==> src/common/cmd_train_pkg.sv <==
// constants and types for the command bus training loopback block
package cmd_train_pkg;
  // register byte offsets
  localparam logic [3:0] CTRL_OFS   = 4'h0;
  localparam logic [3:0] STATUS_OFS = 4'h4;
  localparam logic [7:0] CTRL_RST   = 8'h00;
  localparam logic [1:0] RESP_OKAY  = 2'h0;
  localparam logic [1:0] RESP_SLVERR = 2'h2;
  // return clock mode field encodings
  localparam logic [1:0] RCK_DISABLED   = 2'h0;
  localparam logic [1:0] RCK_START_STOP = 2'h1;
  localparam logic [1:0] RCK_READ_STOP  = 2'h2;
  localparam logic [1:0] RCK_ALWAYS_ON  = 2'h3;
  // timing counts in quarter-clock cycles, exit pattern in write clock cycles
  localparam int ENTRY_SETTLE_QTRS = 7;
  localparam int SLEEP_EXIT_QTRS   = 7;
  localparam int LOOPBACK_QTRS     = 4;
  localparam int EXIT_QTRS         = 6;
  localparam int EXIT_LOW_WCKS     = 16;
  localparam int CMD_LANES         = 5;
  localparam int DQ_LANES          = 10;
  // control register layout, bit 7 down to bit 0
  typedef struct packed {
    logic       rck_level;
    logic       rck_type;
    logic [1:0] rck_mode;
    logic       srslx_flag;
    logic       slx_flag;
    logic       parity_block;
    logic       three_level;
  } ctrl_t;
  typedef enum logic [1:0] {
    ST_IDLE   = 2'h0,
    ST_SETTLE = 2'h1,
    ST_LOOP   = 2'h3,
    ST_EXIT   = 2'h2
  } state_t;
endpackage

==> src/verilog/cmd_bus_train_loopback.sv <==
// command bus training loopback with axi4-lite control
`timescale 1ns/1ps
`default_nettype none
module cmd_bus_train_loopback #(
  parameter int SETTLE_QTRS = cmd_train_pkg::ENTRY_SETTLE_QTRS,
  parameter int SLX_QTRS    = cmd_train_pkg::SLEEP_EXIT_QTRS,
  parameter int LOOP_QTRS   = cmd_train_pkg::LOOPBACK_QTRS,
  parameter int EXIT_TIME_Q = cmd_train_pkg::EXIT_QTRS
) (
  // clock, reset, enable
  input  wire logic        clk_sys,
  input  wire logic        reset_n,
  input  wire logic        clk_en,
  // axi4-lite write
  input  wire logic        awvalid,
  output logic             awready,
  input  wire logic [3:0]  awaddr,
  input  wire logic        wvalid,
  output logic             wready,
  input  wire logic [31:0] wdata,
  input  wire logic [3:0]  wstrb,
  output logic             bvalid,
  input  wire logic        bready,
  output logic [1:0]       bresp,
  // axi4-lite read
  input  wire logic        arvalid,
  output logic             arready,
  input  wire logic [3:0]  araddr,
  output logic             rvalid,
  input  wire logic        rready,
  output logic [31:0]      rdata,
  output logic [1:0]       rresp,
  // entry triggers from the command decoder and sleep logic
  input  wire logic        train_entry_cmd,
  input  wire logic        parity_err,
  input  wire logic        sleep_exit,
  input  wire logic        selfref_sleep_exit,
  output logic             cmd_decode_en,
  // pins
  input  wire logic        write_clock,
  input  wire logic [4:0]  cmd_addr_bus,
  input  wire logic        phase_select_in,
  output logic [9:0]       dq_out,
  output logic             dq_oe,
  output logic             dq_three_level,
  output logic             return_clock_true,
  output logic             return_clock_comp,
  output logic             return_clock_oe,
  output logic             return_clock_diff,
  output logic             return_clock_full_swing
);
  localparam int CW = 8;
  cmd_train_pkg::ctrl_t  ctrl_q;
  cmd_train_pkg::state_t state_q;
  logic [3:0]  aw_addr_q;
  logic [7:0]  w_data_q;
  logic        w_strb_q;
  logic [2:0]  wck_s_q;
  logic [4:0]  ca_s1_q;
  logic [4:0]  ca_s2_q;
  logic [1:0]  sel_s_q;
  logic        sel_q;
  logic [1:0]  qph_q;
  logic [4:0]  low_cnt_q;
  logic [CW-1:0] qcnt_q;
  logic [CW-1:0] settle_lim_q;
  logic [9:0]  cap_q;
  logic        cap_ok_q;
  logic [9:0]  pipe_q [LOOP_QTRS];
  logic [LOOP_QTRS-1:0] pvld_q;
  logic        wedge;
  logic        qstart;
  logic        exit_seen;
  logic        entry;

  // write clock edges and quarter phase boundaries
  assign wedge  = wck_s_q[1] & ~wck_s_q[2];
  assign qstart = wedge & (qph_q == 2'h0);
  assign exit_seen = wedge && (ca_s2_q == '0) &&
                     (low_cnt_q == 5'(cmd_train_pkg::EXIT_LOW_WCKS - 1));
  assign entry = train_entry_cmd | (parity_err & ctrl_q.parity_block) |
                 (sleep_exit & ctrl_q.slx_flag) |
                 (selfref_sleep_exit & ctrl_q.srslx_flag);

  // two-flop synchronisers for pins
  always_ff @(posedge clk_sys) begin
    if (!reset_n) begin
      wck_s_q <= '0;
      ca_s1_q <= '0;
      ca_s2_q <= '0;
      sel_s_q <= '0;
    end else if (clk_en) begin
      wck_s_q <= {wck_s_q[1:0], write_clock};
      ca_s1_q <= cmd_addr_bus;
      ca_s2_q <= ca_s1_q;
      sel_s_q <= {sel_s_q[0], phase_select_in};
    end
  end

  // quarter phase counter and per-quartet phase pair snapshot
  always_ff @(posedge clk_sys) begin
    if (!reset_n) begin
      qph_q <= 2'h0;
      sel_q <= 1'b1;
    end else if (clk_en && wedge) begin
      qph_q <= qph_q + 2'h1;
      if (qph_q == 2'h0)
        sel_q <= sel_s_q[1];
    end
  end

  // training state machine, reset itself enters training
  always_ff @(posedge clk_sys) begin
    if (!reset_n) begin
      state_q      <= cmd_train_pkg::ST_SETTLE;
      qcnt_q       <= '0;
      settle_lim_q <= CW'(SETTLE_QTRS);
    end else if (clk_en) begin
      case (state_q)
        cmd_train_pkg::ST_IDLE: begin
          qcnt_q <= '0;
          if (entry) begin
            state_q      <= cmd_train_pkg::ST_SETTLE;
            settle_lim_q <= ((sleep_exit & ctrl_q.slx_flag) |
                            (selfref_sleep_exit & ctrl_q.srslx_flag)) ?
                            CW'(SLX_QTRS) : CW'(SETTLE_QTRS);
          end
        end
        cmd_train_pkg::ST_SETTLE: begin
          if (exit_seen) begin
            state_q <= cmd_train_pkg::ST_EXIT;
            qcnt_q  <= '0;
          end else if (qstart) begin
            qcnt_q <= qcnt_q + CW'(1);
            if (qcnt_q + CW'(1) >= settle_lim_q)
              state_q <= cmd_train_pkg::ST_LOOP;
          end
        end
        cmd_train_pkg::ST_LOOP: begin
          qcnt_q <= '0;
          if (exit_seen)
            state_q <= cmd_train_pkg::ST_EXIT;
        end
        cmd_train_pkg::ST_EXIT: begin
          if (qstart) begin
            qcnt_q <= qcnt_q + CW'(1);
            if (qcnt_q + CW'(1) >= CW'(EXIT_TIME_Q))
              state_q <= cmd_train_pkg::ST_IDLE;
          end
        end
        default: state_q <= cmd_train_pkg::ST_IDLE;
      endcase
    end
  end

  // consecutive all-low count on the command bus
  always_ff @(posedge clk_sys) begin
    if (!reset_n)
      low_cnt_q <= '0;
    else if (clk_en && wedge) begin
      if (ca_s2_q != '0 || state_q == cmd_train_pkg::ST_IDLE ||
          state_q == cmd_train_pkg::ST_EXIT || exit_seen)
        low_cnt_q <= '0;
      else
        low_cnt_q <= low_cnt_q + 5'h1;
    end
  end

  // capture of the selected phase pair onto lane pairs
  for (genvar n = 0; n < cmd_train_pkg::CMD_LANES; n++) begin : g_lane
    always_ff @(posedge clk_sys) begin
      if (!reset_n)
        cap_q[2*n+1 -: 2] <= '0;
      else if (clk_en && wedge) begin
        if (qph_q == {~sel_q, 1'b0})
          cap_q[2*n] <= ca_s2_q[n];
        if (qph_q == {~sel_q, 1'b1})
          cap_q[2*n+1] <= ca_s2_q[n];
      end
    end
  end

  // fixed-depth loopback pipeline, one word per quartet
  always_ff @(posedge clk_sys) begin
    if (!reset_n) begin
      cap_ok_q <= 1'b0;
      pvld_q   <= '0;
      for (int i = 0; i < LOOP_QTRS; i++)
        pipe_q[i] <= '0;
    end else if (clk_en) begin
      if (state_q == cmd_train_pkg::ST_EXIT || state_q == cmd_train_pkg::ST_IDLE) begin
        cap_ok_q <= 1'b0;
        pvld_q   <= '0;
      end else if (qstart) begin
        cap_ok_q  <= (state_q == cmd_train_pkg::ST_LOOP);
        pipe_q[0] <= cap_q;
        pvld_q[0] <= cap_ok_q && (state_q == cmd_train_pkg::ST_LOOP);
        for (int i = 1; i < LOOP_QTRS; i++) begin
          pipe_q[i] <= pipe_q[i-1];
          pvld_q[i] <= pvld_q[i-1];
        end
      end
    end
  end

  // data lane drive, updated on phase zero with the clock rise
  always_ff @(posedge clk_sys) begin
    if (!reset_n) begin
      dq_out         <= '0;
      dq_oe          <= 1'b0;
      dq_three_level <= 1'b0;
    end else if (clk_en) begin
      dq_three_level <= ctrl_q.three_level;
      if (state_q != cmd_train_pkg::ST_LOOP)
        dq_oe <= 1'b0;
      else if (qstart) begin
        dq_out <= pipe_q[LOOP_QTRS-1];
        dq_oe  <= pvld_q[LOOP_QTRS-1];
      end
    end
  end

  // return clock: quarter rate in settle and loop, mode field otherwise (idle and exit)
  always_ff @(posedge clk_sys) begin
    if (!reset_n) begin
      return_clock_true       <= 1'b0;
      return_clock_comp       <= 1'b1;
      return_clock_oe         <= 1'b1;
      return_clock_diff       <= 1'b1;
      return_clock_full_swing <= 1'b1;
    end else if (clk_en) begin
      if (state_q == cmd_train_pkg::ST_SETTLE || state_q == cmd_train_pkg::ST_LOOP) begin
        return_clock_oe         <= 1'b1;
        return_clock_diff       <= 1'b1;
        return_clock_full_swing <= 1'b1;
        if (wedge) begin
          return_clock_true <= ~qph_q[1];
          return_clock_comp <= qph_q[1];
        end
      end else begin
        return_clock_diff       <= ctrl_q.rck_type;
        return_clock_full_swing <= ctrl_q.rck_level;
        if (ctrl_q.rck_mode == cmd_train_pkg::RCK_ALWAYS_ON) begin
          return_clock_oe   <= 1'b1;
          return_clock_true <= wck_s_q[1];
          return_clock_comp <= ~wck_s_q[1];
        end else begin
          return_clock_oe   <= 1'b0;
          return_clock_true <= 1'b0;
          return_clock_comp <= 1'b1;
        end
      end
    end
  end

  // normal command decode only outside training
  always_ff @(posedge clk_sys) begin
    if (!reset_n)
      cmd_decode_en <= 1'b0;
    else if (clk_en)
      cmd_decode_en <= (state_q == cmd_train_pkg::ST_IDLE) && !entry;
  end

  // axi4-lite write channel
  always_ff @(posedge clk_sys) begin
    if (!reset_n) begin
      awready   <= 1'b0;
      wready    <= 1'b0;
      bvalid    <= 1'b0;
      bresp     <= cmd_train_pkg::RESP_OKAY;
      aw_addr_q <= 4'hf;
      w_data_q  <= '0;
      w_strb_q  <= 1'b0;
      ctrl_q    <= cmd_train_pkg::ctrl_t'(cmd_train_pkg::CTRL_RST);
    end else if (clk_en) begin
      if (bvalid) begin
        if (bready) begin
          bvalid  <= 1'b0;
          awready <= 1'b1;
          wready  <= 1'b1;
        end
      end else if (!awready && !wready && aw_addr_q != 4'hf) begin
        bvalid <= 1'b1;
        if (aw_addr_q == cmd_train_pkg::CTRL_OFS) begin
          bresp <= cmd_train_pkg::RESP_OKAY;
          if (w_strb_q)
            ctrl_q <= cmd_train_pkg::ctrl_t'(w_data_q);
        end else if (aw_addr_q == cmd_train_pkg::STATUS_OFS)
          bresp <= cmd_train_pkg::RESP_OKAY;
        else
          bresp <= cmd_train_pkg::RESP_SLVERR;
      end else begin
        if (aw_addr_q == 4'hf) begin
          awready   <= 1'b1;
          wready    <= 1'b1;
          aw_addr_q <= '0;
        end
        if (awvalid && awready) begin
          awready   <= 1'b0;
          aw_addr_q <= awaddr;
        end
        if (wvalid && wready) begin
          wready   <= 1'b0;
          w_data_q <= wdata[7:0];
          w_strb_q <= wstrb[0];
        end
      end
    end
  end

  // axi4-lite read channel
  always_ff @(posedge clk_sys) begin
    if (!reset_n) begin
      arready <= 1'b0;
      rvalid  <= 1'b0;
      rdata   <= '0;
      rresp   <= cmd_train_pkg::RESP_OKAY;
    end else if (clk_en) begin
      if (rvalid) begin
        if (rready) begin
          rvalid  <= 1'b0;
          arready <= 1'b1;
        end
      end else if (!arready) begin
        arready <= 1'b1;
      end else if (arvalid) begin
        arready <= 1'b0;
        rvalid  <= 1'b1;
        rresp   <= cmd_train_pkg::RESP_OKAY;
        if (araddr == cmd_train_pkg::CTRL_OFS)
          rdata <= {24'h0, ctrl_q};
        else if (araddr == cmd_train_pkg::STATUS_OFS)
          rdata <= {21'h0, qph_q, low_cnt_q, sel_q, dq_oe, state_q};
        else begin
          rdata <= '0;
          rresp <= cmd_train_pkg::RESP_SLVERR;
        end
      end
    end
  end
endmodule // cmd_bus_train_loopback
`default_nettype wire

==> config.mk <==
export PLATFORM = sky130hd
export DESIGN_NAME = cmd_bus_train_loopback
export DESIGN_NICKNAME = d
export VERILOG_FILES = /design/src/common/cmd_train_pkg.sv /design/src/verilog/cmd_bus_train_loopback.sv
export SDC_FILE = /design/constraint.sdc
export NUM_CORES = 1
export LEC_CHECK = 0
export ABC_CLOCK_PERIOD_IN_PS = 10070
export BUFFER_PORTS_ARGS = -buffer_cell sky130_fd_sc_hd__buf_2
export CORE_MARGIN = 2
export CORE_UTILIZATION = 40
export DETAILED_ROUTE_END_ITERATION = 8
export PLACE_DENSITY_LB_ADDON = 0.05
export SKIP_CTS_REPAIR_TIMING = 1
export SLEW_MARGIN = 20
export SYNTH_ARGS = -nofsm -noshare
export SYNTH_HDL_FRONTEND = slang
export SYNTH_SLANG_ARGS = --single-unit
==> constraint.sdc <==
create_clock -name clk_sys -period 10.07 [get_ports clk_sys]
set_input_delay 2.014 -clock clk_sys [delete_from_list [all_inputs] [get_ports clk_sys]]
set_output_delay 2.014 -clock clk_sys [all_outputs]
set_load 0.01 [all_outputs]
==> results by group <==
Placed design
  • Number of cells after detailed placement: 868
  • Final GP Congestion: 0.768
  • Post-DP Area: 6740 sq um
  • Port bufs: 71
  • Dpl ws: 5.31 ns
  • DP HPWL: 8150 um

Global routing
  • First-pass GRT wire length: 20,500 um
  • GRT Overall Usage: 15.7%
  • Vias in the first global route: 4,001
  • Initial antenna violation count: 0
  • Overflow after GRT: 0
  • Largest net degree at the start of global routing: 104

Routing
  • Routed vias/inst: 4.78
  • Initial DRC count: 197
  • First-pass iteration count of the detailed router: 4
  • Overall routed net length: 12,500 um
  • Vias: 4,302
  • Routed len/inst: 13.9 um
  • DRC Markers: 0
  • ANT nets after route: 0

Timing
  • Worst slew pin tran: 0.966 ns
  • Highest Clock Rate: 252 MHz
  • Final WS setup: 6.10 ns
  • Slew margin rel.: 35.6%
  • Clock skew: 0.00643 ns
  • Setup TNS: 0 ns
  • Crit path time final: 3.97 ns
  • Max Slew Vio Count: 0
  • Final Cycle Share: 39.4%
  • Final setup viols: 0
  • Final Hold Fails: 0
  • RSZ-0062 raised after global routing: false

Cells and area
  • Commonest non-fill, non-tap cells in the layout: dfxtp_1 (105), nand2_1 (75), buf_2 (71)
  • Commonest non-fill, non-tap cell in the layout: dfxtp_1
  • Seq. cell area: 3300 sq um
  • Filler Cell Count: 1,450
  • Share of layout cells above drive strength 1: 18.4%
  • Antenna diodes: 0
  • Design area: 7320 sq um
  • Area Growth Syn to Fin: 15.9%
  • Area used by multi-input combinational logic: 2740 sq um
  • Fin cells: 900
  • Nets: 745

Floorplan
  • Chip width: 130 um
  • Die H: 130 um
  • Initial Util: 41.3%
  • I/O Pins: 122
  • Core footprint: 15,300 sq um
  • Number of core rows: 45
  • Die ar.: 16,800 sq um

Worst setup path
  • Crit path kind: input pin to register
  • Critical path capture point type: register
  • Worst path required time: 10.35 ns
  • R2r worst-path depth: 4
  • Crit path buf inv count: 2
  • Reg2reg setup slack: 7.83 ns
  • Worst path top cell family by delay: simple AND/OR/NAND/NOR gates
  • Slowest cell on the critical path: and3_2
  • CP Data Arrival Time: 4.25 ns
  • Max FO, Critical Path: 40
  • Stages on worst setup path: 6
  • Critical Path, Cell by Cell: buf_2, buf_4, and3b_1, and2_1, and3_2, and2_1
  • CP startpoint kind: input pin
  • Worst path max stage delay: 0.57 ns
  • Most used cell, CP: and2_1

Synth
  • Library cells used by synthesis: 66
  • Number of flops mapped to enable cells by yosys: 40
  • Number of synthesized register bits: 145
  • Primary FF master, synth: dfxtp_1
  • Sequential fraction of the synthesis area: 52.3%
  • Mapped cell area: 6320 sq um
  • Avg Inst Size Synth: 10.2 sq um
  • Synth Instances: 618
  • Synth async-reset ratio: 0%
  • YS warnings: 0

CTS
  • CTS root buffer: clkbuf_16
  • Num CTS Buffers: 17
  • Clock slew at reported path FFs: 0.06 ns
  • Worst skew pair latency: 0.42 ns
  • CTS tree: built
  • Max clock buf depth: 2
  • H-tree depth: 4
  • Clock sink count: 145

Power
  • Switching Share: 23.4%
  • Flop pwr share: 48.0%
  • Sw power: 0.310 mW
  • Internal Power: 1.01 mW
  • VDD IR max: 0.119 mV
  • Clock share of power: 45.5%
  • Static leakage: 2.95 nW
  • Comb power frac: 6.5%
  • Power Dens Cells: 181 nW/um^2

Flow run
  • Maxcap violations: 0

Worst hold path
  • Worst Hold Class: register to register
  • Worst Hold Depth: 2

Run status
  • Status: complete, no violations
[worst paths after layout]
path	startpoint	to
max reg2reg	wck_s_q[1]	pipe_q[2][3]
max	clk_en	pipe_q[2][3]
min	return_clock_true	return_clock_true
min reg2reg	return_clock_true	return_clock_true
[cells by family (layout without fill, tap and decap cells)]
| family | Yosys count | count (layout) | synth area share (%) |
|---|---|---|---|
| compound gates | 100 | 100 | 11.7 |
| xor+xnor | 9 | 9 | 1.25 |
| fa+ha+maj | 6 | 6 | 1.19 |
| buf+inv | 71 | 120 | 5.84 |
| flops | 145 | 145 | 52.3 |
| mux | 44 | 44 | 7.13 |
| other cells | 1 | 23 | 0.0594 |
| simple gates | 242 | 242 | 20.5 |
[per-layer routing]
layer	vias up	GRT usage (%)	routed length, um
met5	-	0	0
met4	0	4.93	111
met3	7	5.00	529
met2	87	24.5	5830
met1	2001	20.8	6070
li1	2207	-	-
[cell type report]
cell class	instances	share of cell area [%]
repair buffers	75	5.26
multi-input cells	424	37.4
well taps	211	3.61
flip-flops and latches	145	45.1
inverters	13	0.667
clock buffers	22	6.92
clock inverters	10	0.974
[worst reg2reg max path, delay by kind of cell (launching register included)]
family | cells | cell delay, ns
AND/OR/NAND/NOR | 4 | 1.65
flip-flops | 1 | 0.46
[power groups by stage]
stage          clock network (mW)  registers (mW)  logic [mW]
3_3_place_gp                    0           0.647      0.0847
5_1_grt                     0.649           0.638      0.0963
6_report                    0.603           0.636      0.0858
2_1_floorplan                   0           0.647      0.0647
4_1_cts                     0.622           0.636      0.0866
3_5_place_dp                    0           0.648      0.0862
[state kept, by name (all words and copies together) (netlist names), 2 cells and up]
register	cells
state_q	2
dq_out	10
wck_s_q	3
qcnt_q	8
rdata	11
qph_q	2
ctrl_q	8
sel_s_q	2
cap_q	10
ca_s2_q	5
low_cnt_q	5
aw_addr_q	4
w_data_q	8
pvld_q	4
pipe_q	40
ca_s1_q	5
[synth_stat cells, types with 5 or more instances]
library cell | count | area (sq um)
dfxtp_1 | 105 | 2100
nand2_1 | 75 | 282
and2_1 | 50 | 313
nor2b_1 | 49 | 307
edfxtp_1 | 40 | 1200
mux2i_1 | 36 | 360
clkbuf_1 | 27 | 101
a21boi_0 | 23 | 173
buf_4 | 23 | 173
nor2_1 | 20 | 75.1
a21oi_1 | 17 | 85.1
nand3_1 | 14 | 70.1
inv_1 | 11 | 41.3
a22oi_1 | 9 | 67.6
mux2_2 | 8 | 90.1
o21ai_0 | 8 | 40.0
and3_1 | 7 | 43.8
ha_1 | 6 | 75.1
nor3_1 | 5 | 25.0
xor2_1 | 5 | 43.8
[stage by stage]
stage          power, mW  util [%]  hold WS, ns
2_1_floorplan      0.712         -        0.440
3_3_place_gp       0.732      44.0        0.432
3_5_place_dp       0.734      44.0        0.440
6_report            1.32      47.8        0.448
5_1_grt             1.38      47.8        0.470
4_1_cts             1.34      47.8        0.449
Power figures use the tool's default switching activity.
